<file path="src/include/nvx_consts.vh">
`ifndef NVX_CONSTS_VH
`define NVX_CONSTS_VH
// register offsets
`define NVX_ADDR_PULLUP_LOW 8'hF0
`define NVX_ADDR_PULLUP_HIGH 8'hF1
`define NVX_ADDR_OUTCTL_LOW 8'hF2
`define NVX_ADDR_OUTCTL_HIGH 8'hF3
`define NVX_ADDR_CONFIG 8'hF4
`define NVX_ADDR_LEVEL_LOW 8'hF8
`define NVX_ADDR_LEVEL_HIGH 8'hF9
// region bounds
`define NVX_USER_EE_LAST 8'h3F
`define NVX_UPPER_EE_FIRST 8'hF5
`define NVX_UPPER_EE_LAST 8'hF7
`define NVX_SRAM_FIRST 8'hFA
// reset values
`define NVX_RST_PULLUP 8'h00
`define NVX_RST_OUTCTL_LOW 8'hFF
`define NVX_RST_OUTCTL_HIGH 8'h01
`define NVX_RST_CONFIG 8'h00
// fixed upper slave address bits
`define NVX_FIXED_ADDR 4'hA
// eeprom program time in microseconds, clock in MHz
`define NVX_PROG_TIME_US 10000
`define NVX_CLK_MHZ 50
`define NVX_PROG_CYCLES (`NVX_PROG_TIME_US * `NVX_CLK_MHZ)
`define NVX_ROW_MASK 8'hF8
`define NVX_COL_MASK 8'h07
`define NVX_BIT_LAST 4'h8
`endif

</file>
<file path="src/nvx_io_expander.v">
`timescale 1ns/100ps
`include "nvx_consts.vh"
module nvx_io_expander #(
  parameter PROG_CYCLES = `NVX_PROG_CYCLES
) (
  input wire clk,
  input wire reset_n,
  input wire scl_in,
  input wire sda_in,
  output reg sda_out,
  output reg sda_oe,
  input wire addr_select_bit0,
  input wire addr_select_bit1,
  input wire addr_select_bit2,
  input wire [8:0] pin_in,
  output reg [8:0] pin_out,
  output reg [8:0] pin_oe,
  output reg [8:0] pin_pullup,
  output reg prog_busy
);

  // ****************************************
  // synchronisers
  // ****************************************
  reg [1:0] scl_sync;
  reg [1:0] sda_sync;
  reg [8:0] pin_meta;
  reg [8:0] pin_level;
  reg [2:0] asel_meta;
  reg [2:0] asel;
  reg scl_d;
  reg sda_d;

  always @(posedge clk or negedge reset_n) begin
    if (!reset_n) begin
      scl_sync <= 2'h3;
      sda_sync <= 2'h3;
      pin_meta <= 9'h000;
      pin_level <= 9'h000;
      asel_meta <= 3'h0;
      asel <= 3'h0;
      scl_d <= 1'b1;
      sda_d <= 1'b1;
    end else begin
      scl_sync <= {scl_sync[0], scl_in};
      sda_sync <= {sda_sync[0], sda_in};
      pin_meta <= pin_in;
      pin_level <= pin_meta;
      asel_meta <= {addr_select_bit2, addr_select_bit1, addr_select_bit0};
      asel <= asel_meta;
      scl_d <= scl_sync[1];
      sda_d <= sda_sync[1];
    end
  end

  // bus edges show up two clocks late, so each scl level must last several clk
  wire scl = scl_sync[1];
  wire sda = sda_sync[1];
  wire scl_rise = scl & ~scl_d;
  wire scl_fall = ~scl & scl_d;
  // scl high on both samples, so an scl edge is never taken for start or stop
  wire start_det = scl & scl_d & sda_d & ~sda;
  wire stop_det = scl & scl_d & ~sda_d & sda;
  wire [6:0] own_addr = {`NVX_FIXED_ADDR, asel};

  // ****************************************
  // storage
  // ****************************************
  reg [7:0] user_ee [0:63];
  reg [7:0] upper_ee [0:2];
  reg [7:0] user_sram [0:5];
  reg [7:0] pullup_low;
  reg [7:0] pullup_high;
  reg [7:0] outctl_low;
  reg [7:0] outctl_high;
  reg [7:0] config_reg;
  // eeprom copies of the shadowed registers survive reset
  reg [7:0] ee_pullup_low;
  reg [7:0] ee_pullup_high;
  reg [7:0] ee_outctl_low;
  reg [7:0] ee_outctl_high;
  reg [7:0] ee_config;
  reg loaded;

  // ****************************************
  // bus state machine
  // ****************************************
  localparam ST_IDLE = 3'h0;
  localparam ST_DEVADDR = 3'h1;
  localparam ST_MEMADDR = 3'h2;
  localparam ST_WDATA = 3'h3;
  localparam ST_RDATA = 3'h4;
  localparam ST_RACK = 3'h5;

  reg [2:0] state;
  reg [3:0] bit_cnt;
  reg [7:0] shift;
  reg [7:0] mem_addr;
  reg ack_phase;
  reg ack_pend;
  reg prog_pend;
  reg [31:0] prog_cnt;
  reg [7:0] rd_byte;

  // read mux; undefined places read zero
  always @* begin
    rd_byte = 8'h00;
    if (mem_addr <= `NVX_USER_EE_LAST) begin
      rd_byte = user_ee[mem_addr[5:0]];
    end else if (mem_addr >= `NVX_UPPER_EE_FIRST && mem_addr <= `NVX_UPPER_EE_LAST) begin
      rd_byte = upper_ee[mem_addr[1:0] - 2'h1];
    end else if (mem_addr >= `NVX_SRAM_FIRST) begin
      rd_byte = user_sram[mem_addr[2:0] - 3'h2];
    end else begin
      case (mem_addr)
        `NVX_ADDR_PULLUP_LOW: rd_byte = pullup_low;
        `NVX_ADDR_PULLUP_HIGH: rd_byte = pullup_high;
        `NVX_ADDR_OUTCTL_LOW: rd_byte = outctl_low;
        `NVX_ADDR_OUTCTL_HIGH: rd_byte = outctl_high;
        `NVX_ADDR_CONFIG: rd_byte = config_reg;
        `NVX_ADDR_LEVEL_LOW: rd_byte = pin_level[7:0];
        `NVX_ADDR_LEVEL_HIGH: rd_byte = {7'h00, pin_level[8]};
        default: rd_byte = 8'h00;
      endcase
    end
  end

  wire [7:0] next_addr_wr = (mem_addr & `NVX_ROW_MASK) |
    ((mem_addr + 8'h01) & `NVX_COL_MASK);
  wire [7:0] rx_byte = {shift[6:0], sda};
  wire ee_backed = (mem_addr <= `NVX_USER_EE_LAST) ||
    (mem_addr >= `NVX_UPPER_EE_FIRST && mem_addr <= `NVX_UPPER_EE_LAST);
  wire shadowed = (mem_addr >= `NVX_ADDR_PULLUP_LOW && mem_addr <= `NVX_ADDR_CONFIG);
  wire write_through = ~config_reg[0];
  integer i;

  always @(posedge clk or negedge reset_n) begin
    if (!reset_n) begin
      state <= ST_IDLE;
      bit_cnt <= 4'h0;
      shift <= 8'h00;
      mem_addr <= 8'h00;
      ack_phase <= 1'b0;
      ack_pend <= 1'b0;
      prog_pend <= 1'b0;
      prog_cnt <= 32'h0;
      prog_busy <= 1'b0;
      sda_out <= 1'b0;
      sda_oe <= 1'b0;
      pullup_low <= `NVX_RST_PULLUP;
      pullup_high <= `NVX_RST_PULLUP;
      outctl_low <= `NVX_RST_OUTCTL_LOW;
      outctl_high <= `NVX_RST_OUTCTL_HIGH;
      config_reg <= `NVX_RST_CONFIG;
      loaded <= 1'b0;
    end else begin
      // first cycle after reset: shadows take their eeprom copies
      if (!loaded) begin
        loaded <= 1'b1;
        pullup_low <= ee_pullup_low;
        pullup_high <= {7'h00, ee_pullup_high[0]};
        outctl_low <= ee_outctl_low;
        outctl_high <= {7'h00, ee_outctl_high[0]};
        config_reg <= {7'h00, ee_config[0]};
      end
      // program cycle starts at the stop or repeated start that ends a nonvolatile write
      // a stop while busy leaves the counter running rather than restarting it
      if (prog_busy) begin
        if (prog_cnt == 32'h0) begin
          prog_busy <= 1'b0;
        end else begin
          prog_cnt <= prog_cnt - 32'h1;
        end
      end
      if (start_det) begin
        state <= ST_DEVADDR;
        bit_cnt <= 4'h0;
        ack_phase <= 1'b0;
        sda_oe <= 1'b0;
        if (prog_pend) begin
          prog_pend <= 1'b0;
          prog_busy <= 1'b1;
          prog_cnt <= PROG_CYCLES - 1;
        end
      end else if (stop_det) begin
        state <= ST_IDLE;
        sda_oe <= 1'b0;
        if (prog_pend) begin
          prog_pend <= 1'b0;
          prog_busy <= 1'b1;
          prog_cnt <= PROG_CYCLES - 1;
        end
      end else if (state != ST_IDLE) begin
        if (scl_fall) begin
          // drive on scl low: ack after 8 bits, data before each bit
          if (ack_pend) begin
            ack_pend <= 1'b0;
            sda_oe <= 1'b1;
            sda_out <= 1'b0;
          end else if (state == ST_RDATA && !ack_phase) begin
            sda_oe <= ~shift[7];
            sda_out <= 1'b0;
          end else begin
            // every other low phase belongs to the master: the bits of a written
            // byte, and the master's own ack bit in a read
            sda_oe <= 1'b0;
          end
        end
        if (scl_rise) begin
          if (ack_phase) begin
            ack_phase <= 1'b0;
            bit_cnt <= 4'h0;
            if (state == ST_RACK) begin
              if (sda) begin
                state <= ST_IDLE;
              end else begin
                state <= ST_RDATA;
                shift <= rd_byte;
              end
            end else if (state == ST_RDATA) begin
              shift <= rd_byte;
            end
          end else if (state == ST_RDATA) begin
            shift <= {shift[6:0], 1'b0};
            bit_cnt <= bit_cnt + 4'h1;
            if (bit_cnt == `NVX_BIT_LAST - 4'h1) begin
              state <= ST_RACK;
              mem_addr <= mem_addr + 8'h01;
              ack_phase <= 1'b1;
            end
          end else begin
            shift <= rx_byte;
            bit_cnt <= bit_cnt + 4'h1;
            if (bit_cnt == `NVX_BIT_LAST - 4'h1) begin
              ack_phase <= 1'b1;
              ack_pend <= 1'b1;
              case (state)
                ST_DEVADDR: begin
                  if (rx_byte[7:1] != own_addr || prog_busy) begin
                    state <= ST_IDLE;
                    ack_pend <= 1'b0;
                  end else if (rx_byte[0]) begin
                    state <= ST_RDATA;
                    shift <= rd_byte;
                  end else begin
                    state <= ST_MEMADDR;
                  end
                end
                ST_MEMADDR: begin
                  mem_addr <= rx_byte;
                  state <= ST_WDATA;
                end
                ST_WDATA: begin
                  mem_addr <= next_addr_wr;
                  if (ee_backed || (shadowed && write_through)) begin
                    prog_pend <= 1'b1;
                  end
                  case (mem_addr)
                    `NVX_ADDR_PULLUP_LOW: pullup_low <= rx_byte;
                    `NVX_ADDR_PULLUP_HIGH: pullup_high <= {7'h00, rx_byte[0]};
                    `NVX_ADDR_OUTCTL_LOW: outctl_low <= rx_byte;
                    `NVX_ADDR_OUTCTL_HIGH: outctl_high <= {7'h00, rx_byte[0]};
                    `NVX_ADDR_CONFIG: config_reg <= {7'h00, rx_byte[0]};
                    default: config_reg <= config_reg;
                  endcase
                end
                default: state <= ST_IDLE;
              endcase
            end
          end
        end
      end
    end
  end

  // ****************************************
  // nonvolatile arrays and sram, no reset
  // ****************************************
  // same qualifiers as the state machine, so arrays and shadows agree on a cut frame
  wire wr_now = (state == ST_WDATA) && scl_rise && !ack_phase &&
    !start_det && !stop_det && (bit_cnt == `NVX_BIT_LAST - 4'h1);

  always @(posedge clk) begin
    if (wr_now) begin
      if (mem_addr <= `NVX_USER_EE_LAST) begin
        user_ee[mem_addr[5:0]] <= rx_byte;
      end else if (mem_addr >= `NVX_UPPER_EE_FIRST && mem_addr <= `NVX_UPPER_EE_LAST) begin
        upper_ee[mem_addr[1:0] - 2'h1] <= rx_byte;
      end else if (mem_addr >= `NVX_SRAM_FIRST) begin
        user_sram[mem_addr[2:0] - 3'h2] <= rx_byte;
      end
      if (write_through) begin
        case (mem_addr)
          `NVX_ADDR_PULLUP_LOW: ee_pullup_low <= rx_byte;
          `NVX_ADDR_PULLUP_HIGH: ee_pullup_high <= rx_byte;
          `NVX_ADDR_OUTCTL_LOW: ee_outctl_low <= rx_byte;
          `NVX_ADDR_OUTCTL_HIGH: ee_outctl_high <= rx_byte;
          `NVX_ADDR_CONFIG: ee_config <= rx_byte;
          default: ee_config <= ee_config;
        endcase
      end
    end
  end

  // factory contents for simulation
  // no reset on these: they stand for cells that keep their value
  initial begin
    for (i = 0; i < 64; i = i + 1) begin
      user_ee[i] = 8'h00;
    end
    for (i = 0; i < 3; i = i + 1) begin
      upper_ee[i] = 8'h00;
    end
    for (i = 0; i < 6; i = i + 1) begin
      user_sram[i] = 8'h00;
    end
    ee_pullup_low = `NVX_RST_PULLUP;
    ee_pullup_high = `NVX_RST_PULLUP;
    ee_outctl_low = `NVX_RST_OUTCTL_LOW;
    ee_outctl_high = `NVX_RST_OUTCTL_HIGH;
    ee_config = `NVX_RST_CONFIG;
  end

  // ****************************************
  // pin drivers
  // ****************************************
  // pin data stays low; the pins are open drain and only the enable and the pull-up move
  genvar g;
  generate
    for (g = 0; g < 9; g = g + 1) begin : g_pin
      always @(posedge clk or negedge reset_n) begin
        if (!reset_n) begin
          pin_out[g] <= 1'b0;
          pin_oe[g] <= 1'b0;
          pin_pullup[g] <= 1'b0;
        end else begin
          pin_out[g] <= 1'b0;
          pin_oe[g] <= (g < 8) ? ~outctl_low[g % 8] : ~outctl_high[0];
          pin_pullup[g] <= (g < 8) ? pullup_low[g % 8] : pullup_high[0];
        end
      end
    end
  endgenerate

endmodule

</file>
<file path="config.mk">
export PLATFORM = sky130hd
export DESIGN_NAME = nvx_io_expander
export DESIGN_NICKNAME = d
export VERILOG_FILES = /design/src/nvx_io_expander.v
export VERILOG_INCLUDE_DIRS = /design/src /design/src/include
export SDC_FILE = /design/constraint.sdc
export NUM_CORES = 1
export LEC_CHECK = 0
export ABC_AREA = 0
export BUFFER_PORTS_ARGS = -buffer_cell sky130_fd_sc_hd__buf_2
export CORE_UTILIZATION = 45
export CTS_BUF_LIST = sky130_fd_sc_hd__clkbuf_16
export CTS_CLUSTER_DIAMETER = 30
export DETAILED_ROUTE_END_ITERATION = 6
export GPL_TIMING_DRIVEN = 0
export PLACE_DENSITY = 0.57
export RECOVER_POWER = 50
export SLEW_MARGIN = 5
export SYNTH_ARGS = -nofsm -noshare
export SYNTH_HDL_FRONTEND = slang
export SYNTH_SLANG_ARGS = --single-unit
</file>
<file path="constraint.sdc">
create_clock -name clk -period 4.1 [get_ports clk]
set_clock_uncertainty 0.15 [all_clocks]
set_input_delay 1.025 -clock clk [delete_from_list [all_inputs] [get_ports clk]]
set_output_delay 1.025 -clock clk [all_outputs]
set_load 0.1 [all_outputs]
</file>
==> impl_summary.log, run 1 <==
[metrics] fillcell total: 5,204
[metrics] count of distinct cell types in the synthesized netlist: 72
[metrics] Util after Layout: 56.0%
[metrics] setup slack after placement: -0.681 ns
[metrics] Worst Tran Pin Value: 2.36 ns
[metrics] required arrival time at the worst endpoint: 4.29 ns
[metrics] Routed wire per std cell: 25.0 um
[metrics] adder-cell area share of the yosys netlist: 0.455%
[metrics] total die area: 68,300 um2
[metrics] internal power: 17.2 mW
[metrics] run status: complete, but fails checks
[metrics] remaining global-route overflow: 0
[metrics] total length of routed wires: 77,700 um
[metrics] Die Height: 261 um
[metrics] sequential-to-total area share from yosys stat: 72.2%
[metrics] Setup crit end kind: flip-flop
[metrics] peak clock frequency supported by timing: 0.248 GHz
[metrics] post-synth design cell area: 30,300 um2
[metrics] compound-gate portion of the synthesized area: 6.05%
[metrics] Inst Count DP: 2,824
[metrics] core box area: 66,100 um2
[metrics] leading post-synthesis cells by cell area: edfxtp_1, dfrtp_1, mux4_2
[metrics] Post-Synth XOR/XNOR Area: 0.810%
[metrics] smallest setup slack after layout: 0.0652 ns
[metrics] Chip Width: 261 um
[metrics] number of remaining DRC errors: 6
[metrics] Hold-fix buffers, CTS: 0
[metrics] sequential power share: 41.3%
[metrics] worst relative slew slack: -57.4%
[metrics] overall global routing resource usage: 23.2%
[metrics] combinational family with the most area after synthesis: multiplexers
[metrics] crit path max fanout: 10
[metrics] buffer type at the clock tree root: clkbuf_16
[metrics] mux contribution to synthesized area: 11.0%
[metrics] Synth-to-Final Area Change: 22.3%
[metrics] number of diodes: 0
[metrics] post-layout power: 22.4 mW
[metrics] final slew viol count: 261
[metrics] P_leak: 12.9 nW
[metrics] ratio of cells with drive above 1 in the final layout: 19.6%
[metrics] arrival time reported for the critical path endpoint: 4.23 ns
[metrics] Total Nets Final: 2,140
[metrics] worst reg-to-reg path cell count: 9
[metrics] clock network fraction of design power: 55.2%
[metrics] post-synthesis register bit count: 752
[metrics] largest net degree at the start of global routing: 91
[metrics] final setup fails: 0
[metrics] total vias in the final route: 17.9k
[metrics] final non-filler cell total: 3,102
[metrics] total of buffers placed on input and output ports: 35
[metrics] number of primary I/O pins: 46
[metrics] TritonCTS buffer count: 150
[metrics] later-pin clock latency in the skew report: 0.75 ns
[metrics] Pwr Density: 606 nW/um2
[metrics] Synth Instances: 1,909
[metrics] share of the synthesized area in the top cell type: 59.8%
[metrics] Routed Antenna Nets: 0
[metrics] maximum count of clock buffers along a single path: 3
[metrics] share of synthesized cell area in and, or, nand and nor gates: 7.64%
[metrics] clk slew on worst S/H paths: 0.04 ns
[metrics] via density per instance: 5.77
[metrics] average instance area after synthesis: 15.9 um2
[metrics] startpoint types: flip-flop
[metrics] global-route wire length before repair: 116,000 um
[metrics] row count: 94
[metrics] Hold/Removal Path Class: input pin to async pin
[metrics] fraction of power consumed by combinational cells: 3.5%
[metrics] leading post-synthesis cells by instance count: edfxtp_1, mux2i_1, nor2_1
[metrics] cell type with the highest aggregate area in the netlist: edfxtp_1
[metrics] final estimated routing congestion in global placement: 0.945
[metrics] initial core utilization: 45.8%
[metrics] unrepaired setup endpoints after global routing: yes
[metrics] async set-reset flop share out of synthesis: 19.8%
[metrics] number of iterations in the first detailed-routing pass: 7
[metrics] clock tree from TritonCTS: done
[metrics] number of enable-type register cells in the synthesized netlist: 603
[metrics] placed wire-length estimate: 49,400 um
[metrics] H-tree level count: 4
[metrics] via count of the first global-routing pass: 18.0k
[metrics] initial antenna violation count: 0
[metrics] class of the most critical setup path: flip-flop to flip-flop
[metrics] Psw: 5.25 mW
[metrics] most common cell in the netlist: edfxtp_1
[metrics] Final min period: 4.03 ns
[metrics] detailed router's first-iteration violation count: 1,692
[metrics] number of clock sinks: 752
[metrics] flip-flop count of the largest register, all copies and words added: 512
[metrics] ys flop type: edfxtp_1
[metrics] violations in the final reports: DRC, capacitance limit, slew limit
[metrics] worst supply voltage drop on vdd: 0.322 mV
[metrics] final hold violations: 0
[metrics] switching share of total power: 23.4%
[metrics] number of synthesis warnings: 0
[metrics] Max-cap violations: 4
[metrics] final critical-path share of the clock period: 98.4%
==> routing by layer <==
| metal | vias to the layer above | share of wire, % | track usage (%) |
|---|---|---|---|
| li1 | 7860 | - | - |
| met1 | 9224 | 43 | 32.4 |
| met2 | 692 | 47 | 36.3 |
| met3 | 129 | 7.0 | 4.94 |
| met4 | 0 | 2.3 | 7.57 |
| met5 | - | 0 | 0 |
==> placed cells by master (no fill, tap or decap), types with 30 or more instances in the layout <==
master,Yosys,final
edfxtp_1,603,603
mux2i_1,159,159
clkbuf_16,0,152
nor2_1,145,139
dfrtp_1,134,132
nand2_1,111,111
a21oi_1,101,101
a22oi_1,79,79
mux4_2,76,76
clkbuf_1,70,65
buf_2,24,56
o21ai_0,38,38
nand3_1,33,33
and2_1,32,32
inv_1,13,30
==> logic make-up (layout without fill, tap and decap cells) <==
family                     count (synthesis)  after routing
DFF                                      752            752
and+or+nand+nor                          467            467
AOI/OAI and AO/OA                        286            286
muxes                                    237            237
buffers and inverters                    126            446
xor gates and xnor gates                  28             28
adders and majority gates                 11             11
other                                      2             11
==> final cells by class <==
cell class | instances | area (um2) | area share [%]
plain buffers | 111 | 522 | 1.41
clock buffers | 152 | 3800 | 10.3
clock inverters | 125 | 1460 | 3.94
inverters | 14 | 56.3 | 0.152
multi-input cells | 1040 | 7940 | 21.5
flip-flops and latches | 752 | 21900 | 59.1
well taps | 864 | 1080 | 2.92
repair buffers | 44 | 273 | 0.737
==> through the flow <==
step / cell area, um2 / hold slack, ns / setup TNS [ns]
after global placement: 31600 / 0.189 / -67.46
after CTS: 37100 / 0.144 / 0
after floorplan: 30300 / 0.181 / 0
after detailed placement: 31800 / 0.190 / -25.86
after global routing: 37000 / 0.168 / -5.48
final: 37000 / 0.136 / 0
==> critical path: stages (launching register included) <==
cell      delay [ns]
dfrtp_1         0.44
clkbuf_1        0.37
clkbuf_2        0.40
inv_1           0.29
ha_1            0.24
nor2b_1         0.18
o211ai_1        0.33
or3_1           0.44
clkbuf_1        0.20
nor2_1          0.62
==> power by group through the flow <==
stage / Combinational (mW) / Clock (mW) / Sequential (mW)
after CTS: 0.859 / 12.5 / 9.24
after global routing: 0.846 / 12.9 / 9.27
after global placement: 0.312 / 0 / 9.83
after detailed placement: 0.857 / 0 / 9.37
after floorplan: 0.161 / 0 / 9.43
final: 0.785 / 12.4 / 9.25
==> path summary, 6_finish.rpt <==
| kind | start | to | slack (ns) |
|---|---|---|---|
| max | mem_addr[2]$_DFFE_PN0P_ | user_sram[4][7]$_DFFE_PP_ | 0.07 |
| min | reset_n | prog_cnt[30]$_DFF_PN0_ | 0.14 |
| max reg2reg | mem_addr[2]$_DFFE_PN0P_ | user_sram[4][7]$_DFFE_PP_ | 0.07 |
| min reg2reg | pin_meta[4]$_DFF_PN0_ | pin_level[4]$_DFF_PN0_ | 0.20 |
| max in group asynchronous | reset_n | pin_level[1]$_DFF_PN0_ | 1.07 |
| min in group clk | pin_meta[4]$_DFF_PN0_ | pin_level[4]$_DFF_PN0_ | 0.20 |
==> repair_timing <==
action | CTS | global route
pin swaps | 1 | 0
setup buffers | 2 | 0
hold endpoints to repair | 0 | 0
endpoints found under the setup margin | 95 | 108
resized for setup | 12 | 16
(Power assumes the default switching activity.)
==> inputs of run 2 (changes only) <==
==> constraint.sdc (replaced) <==
create_clock -name clk -period 3.9 [get_ports clk]
set_clock_uncertainty 0.15 [all_clocks]
set_input_delay 0.975 -clock clk [delete_from_list [all_inputs] [get_ports clk]]
set_output_delay 0.975 -clock clk [all_outputs]
set_load 0.1 [all_outputs]
==> run 2 against run 1 <==
Net effect:
- fmax grew 6.6%
- count of clock-buffer cells in the layout is the same
- critical path depth did not move
- global-route usage about the same
- critical endpoint is now shift[7]$_DFFE_PN0P_
- power increased by 5.1%
- final area about the same
- sequential power rose by 5.1%
- register-to-register slack improved by 0.05 ns
- largest power group unchanged
- the flow still finishes with violations (DRC, capacitance limit, slew limit)
- cell count unchanged
- sequential share of layout area barely moved
- die area is the same
- first-iteration DRC count increased by 4.9%
==> impl_summary.log, run 2 (synthesis gave the netlist of run 1 again) <==
[metrics] run status: complete, but fails checks
[metrics] violations in the final reports: DRC, capacitance limit, slew limit
[metrics] required arrival time at the worst endpoint: 4.31 ns (+0.02 ns)
[metrics] clock network fraction of design power: 55.3% (about the same)
[metrics] Setup crit end kind: flip-flop
[metrics] Hold/Removal Path Class: input pin to flip-flop
[metrics] global-route wire length before repair: 116,000 um (about the same)
[metrics] class of the most critical setup path: flip-flop to flip-flop
[metrics] detailed router's first-iteration violation count: 1,775 (+4.9%)
[metrics] arrival time reported for the critical path endpoint: 4.20 ns (-0.03 ns)
[metrics] final setup fails: 0 (unchanged)
[metrics] final non-filler cell total: 3,102 (unchanged)
[metrics] Pwr Density: 636 nW/um2 (+5.0%)
[metrics] final hold slack: 0.190 ns (+0.0537 ns)
[metrics] startpoint types: flip-flop
[metrics] smallest setup slack after layout: 0.115 ns (+0.0500 ns)
[metrics] cell class contributing the biggest share of worst-path delay: buffers and inverters
[metrics] post-layout power: 23.5 mW (+5.1%)
[metrics] maximum count of clock buffers along a single path: 3 (unchanged)
[metrics] Chip Width: 261 um (unchanged)
[metrics] final estimated routing congestion in global placement: 0.945 (unchanged)
[metrics] P_leak: 12.9 nW (about the same)
[metrics] worst supply voltage drop on vdd: 0.339 mV (+5.3%)
[metrics] initial core utilization: 45.8% (unchanged)
[metrics] Die Height: 261 um (unchanged)
[metrics] buffering stage count on the worst path with inverters included: 3 (-1)
[metrics] number of diodes: 0 (unchanged)
[metrics] ratio of cells with drive above 1 in the final layout: 19.9% (+0.36 points)
[metrics] instance area after placement: 31,800 um2 (unchanged)
[metrics] row count: 94 (unchanged)
[metrics] number of primary I/O pins: 46 (unchanged)
[metrics] initial antenna violation count: 0 (unchanged)
[metrics] crit path max fanout: 10 (unchanged)
[metrics] total die area: 68,300 um2 (unchanged)
[metrics] buffer type at the clock tree root: clkbuf_16
[metrics] Synth-to-Final Area Change: 22.4% (about the same)
[metrics] Psw: 5.53 mW (+5.2%)
[metrics] via density per instance: 5.77 (about the same)
[metrics] Worst Tran Pin Value: 2.32 ns (-0.0410 ns)
[metrics] clk slew on worst S/H paths: 0.05 ns (about the same)
[metrics] top library cells by usage in the layout, fill and taps aside: edfxtp_1, mux2i_1, clkbuf_16, nor2_1, dfrtp_1
[metrics] setup slack after placement: -0.881 ns (-0.200 ns)
[metrics] Total Nets Final: 2,140 (unchanged)
[metrics] Routed Antenna Nets: 0 (unchanged)
[metrics] setup_tns: 0 ns (unchanged)
[metrics] clock tree from TritonCTS: done
[metrics] sequential standard cell area: 21,900 um2 (about the same)
[metrics] sequential power share: 41.3% (about the same)
[metrics] final critical-path share of the clock period: 97.0% (-1.4 points)
[metrics] internal power: 18.0 mW (+5.1%)
[metrics] peak per-stage delay on the critical path: 0.57 ns (-0.05 ns)
[metrics] unrepaired setup endpoints after global routing: no
[metrics] worst relative slew slack: -54.6% (+2.7 points)
[metrics] Final min period: 3.78 ns (-0.250 ns)
[metrics] area of the multi-input gates: 7950 um2 (+0.20%)
[metrics] number of iterations in the first detailed-routing pass: 7 (unchanged)
[metrics] flip-flop count of the largest register, all copies and words added: 512 (unchanged)
[metrics] H-tree level count: 4 (unchanged)
[metrics] number of remaining DRC errors: 6 (unchanged)
[metrics] placed wire-length estimate: 49,400 um (unchanged)
[metrics] number of clock sinks: 752 (unchanged)
[metrics] fraction of power consumed by combinational cells: 3.5% (about the same)
[metrics] switching share of total power: 23.5% (about the same)
[metrics] leading cell type in the layout, fill and taps excluded: edfxtp_1
[metrics] Util after Layout: 56.0% (about the same)
[metrics] final hold violations: 0 (unchanged)
[metrics] overall global routing resource usage: 23.2% (about the same)
[metrics] largest net degree at the start of global routing: 91 (unchanged)
[metrics] via count of the first global-routing pass: 18.0k (+0.056%)
[metrics] later-pin clock latency in the skew report: 0.75 ns (about the same)
[metrics] TritonCTS buffer count: 150 (unchanged)
[metrics] Routed wire per std cell: 25.1 um (about the same)
[metrics] Inst Count DP: 2,824 (unchanged)
[metrics] total vias in the final route: 17.9k (+0.011%)
[metrics] Max-cap violations: 3 (-1)
[metrics] remaining global-route overflow: 0 (unchanged)
[metrics] total length of routed wires: 77,700 um (about the same)
[metrics] fillcell total: 5,203 (-0.019%)
[metrics] total of buffers placed on input and output ports: 35 (unchanged)
[metrics] peak clock frequency supported by timing: 0.264 GHz (+6.6%)
[metrics] critical path, cell by cell: clkbuf_2 -> nor2b_1 -> clkbuf_1 -> clkbuf_1 -> a22oi_1 -> nand4_1 -> nand4_1 -> a211oi_1 -> a21oi_1
[metrics] final slew viol count: 176 (-33%)
[metrics] slowest stage cell on the critical path: clkbuf_1
[metrics] Finished Cell Area: 37,000 um2 (about the same)
[metrics] core box area: 66,100 um2 (unchanged)
## run 2: cell types whose count changed in the layout (fill, tap and decap cells not counted), moves of 2 or more
cell      change
buf_6         -3
nor2_1        -4
nor2_2        +4
clkbuf_1      -2
clkbuf_4      +3
## run 2: final cells by class
| type | count | area share, % |
|---|---|---|
| plain buffers | 110 | 1.43 |
| flip-flops and latches | 752 | 59.1 |
| inverters | 14 | 0.152 |
| repair buffers | 45 | 0.733 |
| clock inverters | 125 | 3.94 |
| well taps | 864 | 2.92 |
| clock buffers | 152 | 10.3 |
| multi-input cells | 1040 | 21.5 |
## run 2: path summary, 6_finish.rpt
kind / startpoint / depth (start not counted) / end / slack, ns
setup / recovery: mem_addr[1]$_DFFE_PN0P_ / 9 / shift[7]$_DFFE_PN0P_ / 0.12
hold reg to reg: pin_meta[4]$_DFF_PN0_ / 0 / pin_level[4]$_DFF_PN0_ / 0.20
setup reg to reg: mem_addr[1]$_DFFE_PN0P_ / 9 / shift[7]$_DFFE_PN0P_ / 0.12
min in group asynchronous: reset_n / 1 / prog_cnt[30]$_DFF_PN0_ / 0.52
hold / removal: pin_in[0] / 1 / pin_meta[0]$_DFF_PN0_ / 0.19
max in group asynchronous: reset_n / 2 / pin_level[1]$_DFF_PN0_ / 0.98
## run 2: power by group through the flow
stage | sequential (mW) | clock, mW | combinational, mW
3_5_place_dp | 9.86 | 0 | 0.901
5_1_grt | 9.74 | 13.5 | 0.883
4_1_cts | 9.71 | 13.2 | 0.904
6_report | 9.72 | 13.0 | 0.817
2_1_floorplan | 9.92 | 0 | 0.170
3_3_place_gp | 10.3 | 0 | 0.328
## run 2: timing repair
item | 4_1_cts | 5_1_grt
buffers inserted | 2 | 1
pin swaps | 2 | 2
resized for setup | 22 | 16
setup endpoints to repair | 339 | 312
hold endpoints to repair | 0 | 0
hold buffers | 0 | 0
## run 2: metal layers
layer  GRT usage, %  wire length (um)
met1           32.3             33900
met2           36.4             36900
met3           4.93              5270
met4           7.54              1720
met5              0                 0
